File: src/verilog/pllsr_cfg.svh
// register offsets, field positions and reset values of the pll status
// and first output driver control slice
// assumes: included by its bare name from the package and the design files
`ifndef PLLSR_CFG_SVH
`define PLLSR_CFG_SVH

// ----------------------------------------------------------------
// register offsets
// ----------------------------------------------------------------
`define PLLSR_ADDR_W 10
`define PLLSR_OFS_REF_MONITOR_CFG 10'h01A
`define PLLSR_OFS_READBACK_STATUS 10'h01F
`define PLLSR_OFS_OUTPUT0_CTRL 10'h0F0

// ----------------------------------------------------------------
// reset values
// ----------------------------------------------------------------
`define PLLSR_RST_REF_MONITOR_CFG 8'h00
`define PLLSR_RST_OUTPUT0_CTRL 8'h64

// ----------------------------------------------------------------
// field positions
// ----------------------------------------------------------------
`define PLLSR_MON_THRESH_SEL_BIT 6
`define PLLSR_OUT_FORMAT_BIT 7
`define PLLSR_OUT_LEG_B_BIT 6
`define PLLSR_OUT_LEG_A_BIT 5
`define PLLSR_OUT_POL_HI_BIT 4
`define PLLSR_OUT_POL_LO_BIT 3
`define PLLSR_OUT_SWING_HI_BIT 2
`define PLLSR_OUT_SWING_LO_BIT 1
`define PLLSR_OUT_PDOWN_BIT 0

`endif

File: src/verilog/pllsr_pkg.sv
// types shared by the pll status and output format register slice
// assumes: pllsr_cfg.svh is on the include path
`include "pllsr_cfg.svh"

package pllsr_pkg;

    // live monitor inputs, in readback bit order
    typedef struct packed {
        logic osc_cal_done;
        logic holdover_active;
        logic second_ref_selected;
        logic osc_above_thresh;
        logic second_ref_above_thresh;
        logic first_ref_above_thresh;
        logic pll_locked;
    } pllsr_status_t;

    // decoded drive of the first clock output
    typedef struct packed {
        logic pecl_enable;
        logic pecl_power_down;
        logic [1:0] pecl_swing;
        logic pecl_invert;
        logic leg_a_enable;
        logic leg_b_enable;
        logic leg_a_invert;
        logic leg_b_invert;
    } pllsr_drive_t;

endpackage

File: src/verilog/pllsr_sync.sv
// two flip-flop synchroniser for a bundle of independent levels
// assumes: each bit is a slow level; no bus coherency between bits
`timescale 1ns/1ps
`default_nettype none

module pllsr_sync #(
    parameter int WIDTH = 7
) (
    input wire logic clk,
    input wire logic rst,
    input wire logic [WIDTH-1:0] async_in,
    output logic [WIDTH-1:0] sync_out
);

    logic [WIDTH-1:0] stage1;
    logic [WIDTH-1:0] stage2;

    always_ff @(posedge clk) begin
        if (rst) begin
            stage1 <= '0;
            stage2 <= '0;
        end else begin
            stage1 <= async_in;
            stage2 <= stage1;
        end
    end

    assign sync_out = stage2;

endmodule

`default_nettype wire

File: src/verilog/pllsr_regs.sv
// pll readback status and first clock output driver control registers
// assumes: the serial control port turns frames into single-cycle register
// strobes on CLK; monitor inputs arrive from other clock domains
//
// What this block does
// status bit 4 reads 1 when second reference feeds pll, else 0
// status bit 3 reads 1 when oscillator frequency exceeds its threshold
// status bit 2 reads second reference above threshold chosen by 0x01A[6]
// status bit 1 reads first reference above that same threshold
// status bit 0 reads 1 while the pll is locked
// control bit 7 picks driver: 0 lvpecl (default), 1 two cmos legs
// bits 6:5 enable cmos legs only in cmos mode; default both on
// bits 4:3 set polarity; lvpecl ignores bit 4, bit 3 swaps legs
// cmos with bits 4:3 both zero drives both legs noninverting
// control bit 0 puts the lvpecl driver into safe power-down
// writes to status byte do nothing; reads return live monitor values
`timescale 1ns/1ps
`default_nettype none
`include "pllsr_cfg.svh"

module pllsr_regs (
    input wire logic CLK,
    input wire logic RST,
    // register strobes from the serial control port
    input wire logic [`PLLSR_ADDR_W-1:0] REG_ADDR,
    input wire logic REG_WR,
    input wire logic [7:0] REG_WDATA,
    input wire logic REG_RD,
    output logic [7:0] REG_RDATA,
    output logic REG_RVALID,
    // monitor levels from pll, reference and oscillator logic
    input wire logic SECOND_REF_SELECTED,
    input wire logic OSC_ABOVE_THRESH,
    input wire logic SECOND_REF_ABOVE_THRESH,
    input wire logic FIRST_REF_ABOVE_THRESH,
    input wire logic PLL_LOCKED,
    input wire logic OSC_CAL_DONE,
    input wire logic HOLDOVER_ACTIVE,
    // threshold choice for the reference frequency monitors
    output logic REF_THRESH_SEL,
    // first clock output drive
    output logic FIRST_OUT_PECL_ENABLE,
    output logic FIRST_OUT_PECL_POWER_DOWN,
    output logic [1:0] FIRST_OUT_PECL_SWING,
    output logic FIRST_OUT_PECL_INVERT,
    output logic FIRST_OUT_LEG_A_ENABLE,
    output logic FIRST_OUT_LEG_B_ENABLE,
    output logic FIRST_OUT_LEG_A_INVERT,
    output logic FIRST_OUT_LEG_B_INVERT
);

    // ----------------------------------------------------------------
    // monitor input synchronisation
    // ----------------------------------------------------------------
    pllsr_pkg::pllsr_status_t status_raw;
    pllsr_pkg::pllsr_status_t status_live;

    always_comb begin
        status_raw.osc_cal_done = OSC_CAL_DONE;
        status_raw.holdover_active = HOLDOVER_ACTIVE;
        status_raw.second_ref_selected = SECOND_REF_SELECTED;
        status_raw.osc_above_thresh = OSC_ABOVE_THRESH;
        status_raw.second_ref_above_thresh = SECOND_REF_ABOVE_THRESH;
        status_raw.first_ref_above_thresh = FIRST_REF_ABOVE_THRESH;
        status_raw.pll_locked = PLL_LOCKED;
    end

    pllsr_sync #(
        .WIDTH($bits(pllsr_pkg::pllsr_status_t))
    ) u_status_sync (
        .clk(CLK),
        .rst(RST),
        .async_in(status_raw),
        .sync_out(status_live)
    );

    // ----------------------------------------------------------------
    // writable registers
    // ----------------------------------------------------------------
    logic [7:0] ref_monitor_cfg;
    logic [7:0] output0_driver_control;
    logic [7:0] next_ref_monitor_cfg;
    logic [7:0] next_output0_driver_control;

    always_comb begin
        next_ref_monitor_cfg = ref_monitor_cfg;
        next_output0_driver_control = output0_driver_control;
        if (REG_WR) begin
            unique case (REG_ADDR)
                `PLLSR_OFS_REF_MONITOR_CFG: begin
                    next_ref_monitor_cfg = REG_WDATA;
                end
                `PLLSR_OFS_OUTPUT0_CTRL: begin
                    next_output0_driver_control = REG_WDATA;
                end
                // status byte and unmapped offsets absorb writes
                default: begin
                end
            endcase
        end
    end

    always_ff @(posedge CLK) begin
        if (RST) begin
            ref_monitor_cfg <= `PLLSR_RST_REF_MONITOR_CFG;
            output0_driver_control <= `PLLSR_RST_OUTPUT0_CTRL;
        end else begin
            ref_monitor_cfg <= next_ref_monitor_cfg;
            output0_driver_control <= next_output0_driver_control;
        end
    end

    // ----------------------------------------------------------------
    // readback
    // ----------------------------------------------------------------
    function automatic logic [7:0] status_byte(input pllsr_pkg::pllsr_status_t s);
        logic [7:0] b;
        b = 8'h00;
        b[6] = s.osc_cal_done;
        b[5] = s.holdover_active;
        b[4] = s.second_ref_selected;
        b[3] = s.osc_above_thresh;
        b[2] = s.second_ref_above_thresh;
        b[1] = s.first_ref_above_thresh;
        b[0] = s.pll_locked;
        return b;
    endfunction

    logic [7:0] next_rdata;
    logic next_rvalid;
    logic [7:0] rdata;
    logic rvalid;

    always_comb begin
        next_rdata = 8'h00;
        next_rvalid = REG_RD;
        if (REG_RD) begin
            unique case (REG_ADDR)
                `PLLSR_OFS_REF_MONITOR_CFG: begin
                    next_rdata = ref_monitor_cfg;
                end
                `PLLSR_OFS_READBACK_STATUS: begin
                    next_rdata = status_byte(status_live);
                end
                `PLLSR_OFS_OUTPUT0_CTRL: begin
                    next_rdata = output0_driver_control;
                end
                default: begin
                    next_rdata = 8'h00;
                end
            endcase
        end
    end

    always_ff @(posedge CLK) begin
        if (RST) begin
            rdata <= 8'h00;
            rvalid <= 1'b0;
        end else begin
            rdata <= next_rdata;
            rvalid <= next_rvalid;
        end
    end

    assign REG_RDATA = rdata;
    assign REG_RVALID = rvalid;

    // ----------------------------------------------------------------
    // output driver decode
    // ----------------------------------------------------------------
    pllsr_pkg::pllsr_drive_t next_drive;
    pllsr_pkg::pllsr_drive_t drive;
    logic cmos_mode;
    logic pol_hi;
    logic pol_lo;

    always_comb begin
        cmos_mode = output0_driver_control[`PLLSR_OUT_FORMAT_BIT];
        pol_hi = output0_driver_control[`PLLSR_OUT_POL_HI_BIT];
        pol_lo = output0_driver_control[`PLLSR_OUT_POL_LO_BIT];
        next_drive.pecl_enable = !cmos_mode;
        next_drive.pecl_power_down = output0_driver_control[`PLLSR_OUT_PDOWN_BIT];
        next_drive.pecl_swing =
            output0_driver_control[`PLLSR_OUT_SWING_HI_BIT:`PLLSR_OUT_SWING_LO_BIT];
        // lvpecl: bit 4 ignored, bit 3 swaps true and complement
        next_drive.pecl_invert = pol_lo;
        // legs only driven in cmos mode, otherwise tristate
        next_drive.leg_a_enable = cmos_mode && output0_driver_control[`PLLSR_OUT_LEG_A_BIT];
        next_drive.leg_b_enable = cmos_mode && output0_driver_control[`PLLSR_OUT_LEG_B_BIT];
        // cmos: 00 n/n, 01 i/i, 10 n/i, 11 i/n
        if (cmos_mode) begin
            next_drive.leg_a_invert = pol_lo;
            next_drive.leg_b_invert = pol_hi ^ pol_lo;
        end else begin
            next_drive.leg_a_invert = pol_lo;
            next_drive.leg_b_invert = !pol_lo;
        end
    end

    always_ff @(posedge CLK) begin
        if (RST) begin
            // matches decode of the control reset value
            drive.pecl_enable <= 1'b1;
            drive.pecl_power_down <= 1'b0;
            drive.pecl_swing <= 2'h2;
            drive.pecl_invert <= 1'b0;
            drive.leg_a_enable <= 1'b0;
            drive.leg_b_enable <= 1'b0;
            drive.leg_a_invert <= 1'b0;
            drive.leg_b_invert <= 1'b1;
        end else begin
            drive <= next_drive;
        end
    end

    logic next_thresh_sel;
    logic thresh_sel;

    always_comb begin
        next_thresh_sel = ref_monitor_cfg[`PLLSR_MON_THRESH_SEL_BIT];
    end

    always_ff @(posedge CLK) begin
        if (RST) begin
            thresh_sel <= 1'b0;
        end else begin
            thresh_sel <= next_thresh_sel;
        end
    end

    assign REF_THRESH_SEL = thresh_sel;
    assign FIRST_OUT_PECL_ENABLE = drive.pecl_enable;
    assign FIRST_OUT_PECL_POWER_DOWN = drive.pecl_power_down;
    assign FIRST_OUT_PECL_SWING = drive.pecl_swing;
    assign FIRST_OUT_PECL_INVERT = drive.pecl_invert;
    assign FIRST_OUT_LEG_A_ENABLE = drive.leg_a_enable;
    assign FIRST_OUT_LEG_B_ENABLE = drive.leg_b_enable;
    assign FIRST_OUT_LEG_A_INVERT = drive.leg_a_invert;
    assign FIRST_OUT_LEG_B_INVERT = drive.leg_b_invert;

endmodule

`default_nettype wire

File: config.mk
export PLATFORM = sky130hd
export DESIGN_NAME = pllsr_regs
export DESIGN_NICKNAME = d
export VERILOG_FILES = /design/src/verilog/pllsr_pkg.sv /design/src/verilog/pllsr_sync.sv /design/src/verilog/pllsr_regs.sv
export VERILOG_INCLUDE_DIRS = /design/src /design/src/verilog
export SDC_FILE = /design/constraint.sdc
export NUM_CORES = 1
export LEC_CHECK = 0
export BUFFER_PORTS_ARGS = -buffer_cell sky130_fd_sc_hd__buf_2
export CAP_MARGIN = 10
export CORE_AREA = 2 2 60 62
export CTS_BUF_LIST = sky130_fd_sc_hd__clkbuf_4 sky130_fd_sc_hd__clkbuf_8
export CTS_CLUSTER_SIZE = 10
export DETAILED_ROUTE_END_ITERATION = 10
export DIE_AREA = 0 0 62 64
export HOLD_SLACK_MARGIN = 0.15
export PLACE_DENSITY = 0.83
export SLEW_MARGIN = 20
export SYNTH_ARGS = -nofsm -noshare
export SYNTH_HDL_FRONTEND = slang
export SYNTH_SLANG_ARGS = --single-unit
File: constraint.sdc
create_clock -name CLK -period 2.35 [get_ports CLK]
set_input_delay 0.47 -clock CLK [delete_from_list [all_inputs] [get_ports CLK]]
set_output_delay 0.47 -clock CLK [all_outputs]
set_load 0.03 [all_outputs]
==> flow_summary.ini, run 1 <==
[sta]
hold_viol = 0
setup_violations = 0
slew_violations = 0
period_share = 0.6321
setup_slack_ns = 0.8646
fin_skew_ns = 0.01048
setup_tns_ns = 0
rsz0062_at_grt = false
period_needed_ns = 1.485
slew_headroom = 0.7499
fmax_mhz = 673.2
worst_slew_pin_slew_ns = 0.3752

[power]
vdd_drop_max_uv = 533.7
p_per_area_nw_per_um2 = 684.6
power.leakage_nw = 0.8959

[grt]
overflow = 0
grt_pass1_vias = 1090
antenna_found_initial = 0
grt_busiest_layer = met2
met1_usage = 0.1884
grt_max_degree = 40
grt_pass1_wl_um = 4650
grt_use_total = 0.1601
met2_usage = 0.2552
gr-usage-met3 = 0.04858

[finish]
stdcell_area_um2 = 2038
regArea_um2 = 960.9
nets = 236
final_cell_mix = dfxtp_1, buf_2, nor2_1, nor2b_1, mux2i_1
multiInputGateArea_um2 = 645.6
final_common_cell = dfxtp_1
drive_gt1_frac = 0.3125
n_antenna_cell = 0
fill_cells = 281
area.growth.synth_to_final_pct = 23.41

[hold_path]
hp-class = in -> reg

[route]
drt_pass1_iterations = 4
ant_nets = 0
drt-initial-drc-count = 43
vias_per_cell = 4.780
routed_wl_um = 2785
vias = 1214
drc_errors = 0
drt-wirelength-per-cell_um = 10.96

[clock_tree]
h-tree-depth = 2
cts_hold_buf = 0
ctsResizeCount = 0
cts.path.max_buffers = 2
tritoncts = yes
cts.clk_slew.worst_paths_ns = 0.12
cts_sinks = 48
cts_root_buf = clkbuf_4
post-cts-setup-buffers = 0
clkLatencyLatePin_ns = 0.36
cts_made_buffers = 5

[placed_design]
placed_area_um2 = 1948
post-place-ws_ns = 0.4834
finalWeightedCongestion = 0.7747
post-dp-hpwl_um = 2040
io_buffers = 47

[die]
placementRows = 21
die_x_um = 62
initial_utilization = 0.5029
fp.dieH_um = 64
die-area_um2 = 3968
ios = 48
fp.coreArea_um2 = 3284

[synthesis]
ys_ff_latch = 48
syn-num-nets = 185
synth_warnings = 0
yosysUniqueCellTypes = 26
netlist_area_um2 = 1652
synthCells = 156
avgSynthCellArea_um2 = 10.59
seq_area_frac_synth = 0.5818
async_reset_ff_frac = 0
synth_edf_count = 0
yosys_most_used_dff = dfxtp_1

[setup_path]
path_max_fanout = 8
start_kind = input port
critPathCaptureType = register
worstPathArrival_ns = 1.74
worstSetupPathType = in -> reg
crit_required_ns = 2.60

[status]
status = complete, no violations

[flow_run]
max_cap_violations = 0
==> per-stage QoR <==
stage            util  cells  total power [mW]  hold slack [ns]
5_1_grt        0.6206    254             1.466           0.2813
4_1_cts        0.6206    254             1.409           0.2830
6_report       0.6206    254             1.395           0.2917
3_3_place_gp   0.5931    246            0.9139           0.4175
3_5_place_dp   0.5931    246            0.9158           0.4258
2_1_floorplan       -    156            0.8784           0.4138
==> worst paths after layout <==
kind | end | from | slack, ns | cells after the start
hold reg to reg | u_status_sync.sync_out[4]$_SDFF_PP0_ | u_status_sync.stage1[4]$_SDFF_PP0_ | 0.45 | 1
hold / removal | REG_RVALID$_SDFF_PP0_ | RST | 0.29 | 2
setup reg to reg | REG_RDATA[6]$_SDFF_PP0_ | ref_monitor_cfg[6]$_SDFFE_PP0P_ | 1.42 | 3
setup / recovery | ref_monitor_cfg[7]$_SDFFE_PP0P_ | REG_ADDR[9] | 0.86 | 6
==> area by class of cell <==
cell class                 count  share of cell area
clock buffer                   6             0.02517
clock inverter                 2             0.01903
inverter                       3            0.005525
multi-input combinational     97              0.3168
sequential                    48              0.4715
tap                           46             0.02824
timing repair buffer          52              0.1338
==> sequential cells by signal, indices dropped and copies added (netlist names), 2 cells and up <==
signal,cells
REG_RDATA,8
output0_driver_control,8
ref_monitor_cfg,8
u_status_sync.stage1,7
u_status_sync.sync_out,7
FIRST_OUT_PECL_SWING,2
==> worst max-delay path: stages <==
cell	delay [ns]
buf_2	0.10
or3b_4	0.41
nor4_4	0.24
buf_4	0.22
mux2i_1	0.24
nor2_2	0.05
==> power breakdown <==
group          switching, mW  internal, mW  total (mW)
sequential           0.00284         0.826       0.828
clock                  0.244         0.255       0.498
combinational         0.0357        0.0328      0.0686
total                  0.282          1.11        1.40
==> synth_stat cells, types with 2 or more instances <==
master / instances / area share
nor3_1: 4 / 0.012
clkbuf_1: 6 / 0.014
nor2_2: 3 / 0.011
nor3b_1: 2 / 0.0091
a21oi_1: 3 / 0.0091
dfxtp_1: 48 / 0.58
mux2i_1: 13 / 0.079
inv_1: 3 / 0.0068
nor2_1: 25 / 0.057
a22o_1: 7 / 0.037
nand2b_1: 3 / 0.011
a22oi_1: 7 / 0.032
nor2b_1: 19 / 0.072
==> kinds of logic after synthesis <==
| group | count (synthesis) | share of synthesized area |
|---|---|---|
| compound gates | 18 | 0.08333 |
| xor+xnor | 1 | 0.005304 |
| buf+inv | 11 | 0.02727 |
| flops | 48 | 0.5818 |
| mux | 13 | 0.07878 |
| simple gates | 65 | 0.2235 |
==> routing by layer <==
metal | routed length, um | vias to the layer above
li1 | - | 626
met5 | 0 | -
met4 | 50 | 0
met2 | 1388 | 32
met1 | 1200 | 551
met3 | 146 | 5
(Power assumes the default switching activity.)
==> run 2, diff against run 1 <==
clock period = 1.4 ns   (was 2.35 ns; I/O delays follow)
==> flow_summary.ini, run 2 (same netlist as run 1, synthesis figures left out) <==
[die]
fp.coreArea_um2 = 3284
die_x_um = 62
initial_utilization = 0.5029
ios = 48
placementRows = 21
fp.dieH_um = 64
die-area_um2 = 3968

[setup_path]
crit_required_ns = 1.65
worstPathArrival_ns = 1.55
start_kind = input port
path_max_fanout = 8
crit-reg2reg-capture = REG_RDATA[6]$_SDFF_PP0_
critPathCaptureType = register
worstSetupPathType = in -> reg
worst-r2r-cell-count = 3
rrSetupSlack_ns = 0.49
timing.rr.start = ref_monitor_cfg[6]$_SDFFE_PP0P_

[route]
vias = 1265
routed_wl_um = 3011
drt_pass1_iterations = 5
drt-initial-drc-count = 59
drc_errors = 0
drt-wirelength-per-cell_um = 11.32
ant_nets = 0
vias_per_cell = 4.756

[clock_tree]
cts.path.max_buffers = 2
tritoncts = yes
cts_root_buf = clkbuf_4
clkLatencyLatePin_ns = 0.36
cts_made_buffers = 5
ctsResizeCount = 0
cts.clk_slew.worst_paths_ns = 0.12
cts_sinks = 48
h-tree-depth = 2

[sta]
fin_skew_ns = 0.01229
timing.hold.ws_ns = 0.1616
rsz0062_at_grt = false
fmax_mhz = 769.7
worst_slew_pin_slew_ns = 0.3527
slew_headroom = 0.7644
period_needed_ns = 1.299
setup_violations = 0
hold_viol = 0
setup_slack_ns = 0.1007
period_share = 0.9280
slew_violations = 0

[hold_path]
hp-start = REG_WDATA[7]
hp-class = in -> reg
min_path_cells = 3
holdPathEnd = output0_driver_control[7]$_SDFFE_PP0P_

[flow_run]
max_cap_violations = 0

[placed_design]
io_buffers = 47
dp_cells = 250
finalWeightedCongestion = 0.7392
post-dp-hpwl_um = 2181
post-place-ws_ns = -0.2805

[status]
status = complete, no violations

[grt]
grt_use_total = 0.1726
grt_pass1_vias = 1217
overflow = 0
grt_max_degree = 23
antenna_found_initial = 0
grt_pass1_wl_um = 5140

[power]
p_per_area_nw_per_um2 = 1075
vdd_drop_max_uv = 686.1
power.leakage_nw = 0.9445

[finish]
n_antenna_cell = 0
final_cell_mix = dfxtp_1, buf_2, nor2_1, nor2b_1, mux2i_1
area.growth.synth_to_final_pct = 30.23
finalNonFillerCells = 266
drive_gt1_frac = 0.3136
final_common_cell = dfxtp_1
fill_cells = 269
nets = 248
-- run 2: cell types whose count changed in the layout (fill, tap and decap cells not counted), sizes merged --
cell,before,now
clkbuf,6,5
clkinvlp,0,1
dlygate4sd3,0,8
buf,52,56
-- run 2: worst max path at each step --
stage,slack (ns),to,startpoint
after floorplan,-0.27,ref_monitor_cfg[5]$_SDFFE_PP0P_,REG_ADDR[9]
after global placement,-0.24,ref_monitor_cfg[6]$_SDFFE_PP0P_,REG_ADDR[9]
after detailed placement,-0.28,ref_monitor_cfg[5]$_SDFFE_PP0P_,REG_ADDR[9]
after CTS,0.11,ref_monitor_cfg[5]$_SDFFE_PP0P_,REG_ADDR[9]
after global routing,0.05,ref_monitor_cfg[4]$_SDFFE_PP0P_,REG_ADDR[9]
final,0.10,ref_monitor_cfg[5]$_SDFFE_PP0P_,REG_ADDR[9]
-- run 2: metrics by stage --
step / util / TNS (ns) / area [um2] / power [mW]
4_1_cts: 0.6518 / 0 / 2141 / 2.333
6_report: 0.6549 / 0 / 2151 / 2.311
3_5_place_dp: 0.6061 / -2.166 / 1991 / 1.545
3_3_place_gp: 0.6061 / -1.901 / 1991 / 1.541
2_1_floorplan: - / -2.693 / 1652 / 1.474
5_1_grt: 0.6549 / 0 / 2151 / 2.419
-- run 2: report_power, final --
group	internal [mW]	switching (mW)	leakage, nW
Sequential	1.39	0.00437	0.390
Clock	0.372	0.408	0.0412
Combinational	0.0763	0.0647	0.513
-- run 2: worst max-delay path: stages --
cell and delay (ns):
buf_2 0.10, or3b_4 0.40, nor4_4 0.31, buf_12 0.17, mux2i_1 0.23, nor2_2 0.04
-- run 2: area by class of cell --
| type | instances | area (um2) | share of cell area |
|---|---|---|---|
| inverter | 3 | 11.26 | 0.005236 |
| multi-input combinational | 97 | 645.6 | 0.3002 |
| tap | 46 | 57.56 | 0.02676 |
| clock buffer | 5 | 37.54 | 0.01745 |
| timing repair buffer | 64 | 395.4 | 0.1838 |
| clock inverter | 3 | 42.54 | 0.01978 |
| sequential | 48 | 960.9 | 0.4468 |
-- run 2: what timing repair did --
item / CTS / global route
hold endpoints to repair: 7 / 2
hold buffers: 7 / 1
buffers inserted: 0 / 0
-- run 2: routing by layer --
metal  vias to the layer above  wire [um]  track usage  part of all wire
met4                         0         61      0.07713             0.020
met2                        36       1543       0.2839              0.51
met3                         7        132      0.04858             0.044
met5                         -          0            0                 0
met1                       569       1273       0.2013              0.42
li1                        653          -            -                 -
==> run 3, diff against run 2 <==
CELL_PAD_IN_SITES_DETAIL_PLACEMENT = 1   (was unset)
CELL_PAD_IN_SITES_GLOBAL_PLACEMENT = 1   (was unset)
CORE_AREA = 2 2 68 70   (was 2 2 60 62)
DIE_AREA = 0 0 70 72   (was 0 0 62 64)
PLACE_DENSITY = 0.84   (was 0.83)
==> flow_summary.ini, run 3 (same netlist as run 1, synthesis figures left out) <==
[finish]
final_cell_mix = dfxtp_1, buf_2, nor2_1, nor2b_1, mux2i_1
area.growth.synth_to_final_pct = 29.01
nets = 240
regArea_um2 = 960.9
final_common_cell = dfxtp_1
fill_cells = 497
n_antenna_cell = 0
stdcell_area_um2 = 2131
drive_gt1_frac = 0.3349
multiInputGateArea_um2 = 661.9

[setup_path]
worstSetupPathType = in -> reg
start_kind = input port
crit_required_ns = 1.58
worstPathArrival_ns = 1.55
critPathCaptureType = register
rrSetupSlack_ns = 0.48
path_max_fanout = 8

[placed_design]
finalWeightedCongestion = 0.7392
placed_area_um2 = 2011
io_buffers = 47
post-place-ws_ns = -0.2782
post-dp-hpwl_um = 2669

[sta]
timing.hold.ws_ns = 0.2067
fmax_mhz = 732.4
period_needed_ns = 1.365
worst_slew_pin_slew_ns = 0.3593
hold_viol = 0
fin_skew_ns = 0.006318
slew_violations = 0
setup_violations = 0
slew_headroom = 0.7600
rsz0062_at_grt = true
period_share = 0.9752
setup_slack_ns = 0.03468

[grt]
grt_max_degree = 40
antenna_found_initial = 0
grt_use_total = 0.1490
overflow = 0
grt_pass1_vias = 1314
grt_pass1_wl_um = 5940

[clock_tree]
cts.path.max_buffers = 2
tritoncts = yes
cts.clk_slew.worst_paths_ns = 0.08
cts_root_buf = clkbuf_8
clkLatencyLatePin_ns = 0.28
cts_hold_buf = 0
cts_sinks = 48
h-tree-depth = 2
cts_made_buffers = 5

[route]
met1_length_um = 1558
topRoutingLayerUsed = met4
routed_wl_um = 3580
vias_per_cell = 4.780
ant_nets = 0
vias = 1262
drt_pass1_iterations = 4
drc_errors = 0
wl_met3_um = 168
drt-wirelength-per-cell_um = 13.56
drt-initial-drc-count = 48
wl_met2_um = 1814

[die]
fp.dieH_um = 72
fp.coreArea_um2 = 4264
placementRows = 24
die-area_um2 = 5040
ios = 48
initial_utilization = 0.3873
die_x_um = 70

[power]
vdd_drop_max_uv = 631.5
power.leakage_nw = 0.9322
p_per_area_nw_per_um2 = 1109
fin_total_pwr_mw = 2.362

[hold_path]
hp-class = in -> reg

[status]
status = complete, no violations

[flow_run]
max_cap_violations = 0
-- run 3: cell types whose count changed in the layout (fill, tap and decap cells not counted), moves of 2 or more --
cell           before  now
clkbuf_8            0    6
dlygate4sd3_1       8    0
mux2i_1            13   11
clkbuf_4            5    2
-- run 3: path summary, 6_finish.rpt --
kind,start,to,cells past startpoint
worst max register to register,ref_monitor_cfg[6]$_SDFFE_PP0P_,REG_RDATA[6]$_SDFF_PP0_,3
worst max-delay path,REG_ADDR[9],ref_monitor_cfg[6]$_SDFFE_PP0P_,6
worst min-delay path,HOLDOVER_ACTIVE,u_status_sync.stage1[5]$_SDFF_PP0_,2
worst min register to register,u_status_sync.stage1[2]$_SDFF_PP0_,u_status_sync.sync_out[2]$_SDFF_PP0_,1
-- run 3: final cells by class --
cell class / instances / share of cell area
flip-flops and latches: 48 / 0.4510
well taps: 52 / 0.03053
multi-input cells: 97 / 0.3106
clock buffers: 8 / 0.04580
inverters: 3 / 0.005285
repair buffers: 56 / 0.1568
-- run 3: power breakdown --
part / internal [mW] / switching, mW
registers: 1.38 / 0.00488
logic: 0.0658 / 0.0666
clock network: 0.442 / 0.399
-- run 3: layer usage --
layer	track usage	vias to the layer above
met2	0.2783	29
met1	0.1627	588
met4	0.04915	0
li1	-	638
met5	0	-
met3	0.04306	7
-- run 3: critical path: stages --
cell and delay, ns:
buf_6 0.09, or3b_4 0.41, nor4_4 0.31, buf_12 0.18, mux2i_4 0.22, nor2_2 0.05
-- run 3: stage by stage --
stage / setup TNS (ns) / cells / util
6_report: 0 / 264 / 0.4997
5_1_grt: -0.004880 / 264 / 0.4997
4_1_cts: 0 / 264 / 0.4944
3_5_place_dp: -2.368 / 256 / 0.4715
3_3_place_gp: -1.956 / 256 / 0.4715
2_1_floorplan: -2.693 / 156 / -
-- run 3: repair_timing --
item,in CTS,in global routing
buffers inserted,0,0
gates resized for setup,0,4
setup endpoints to repair,0,5
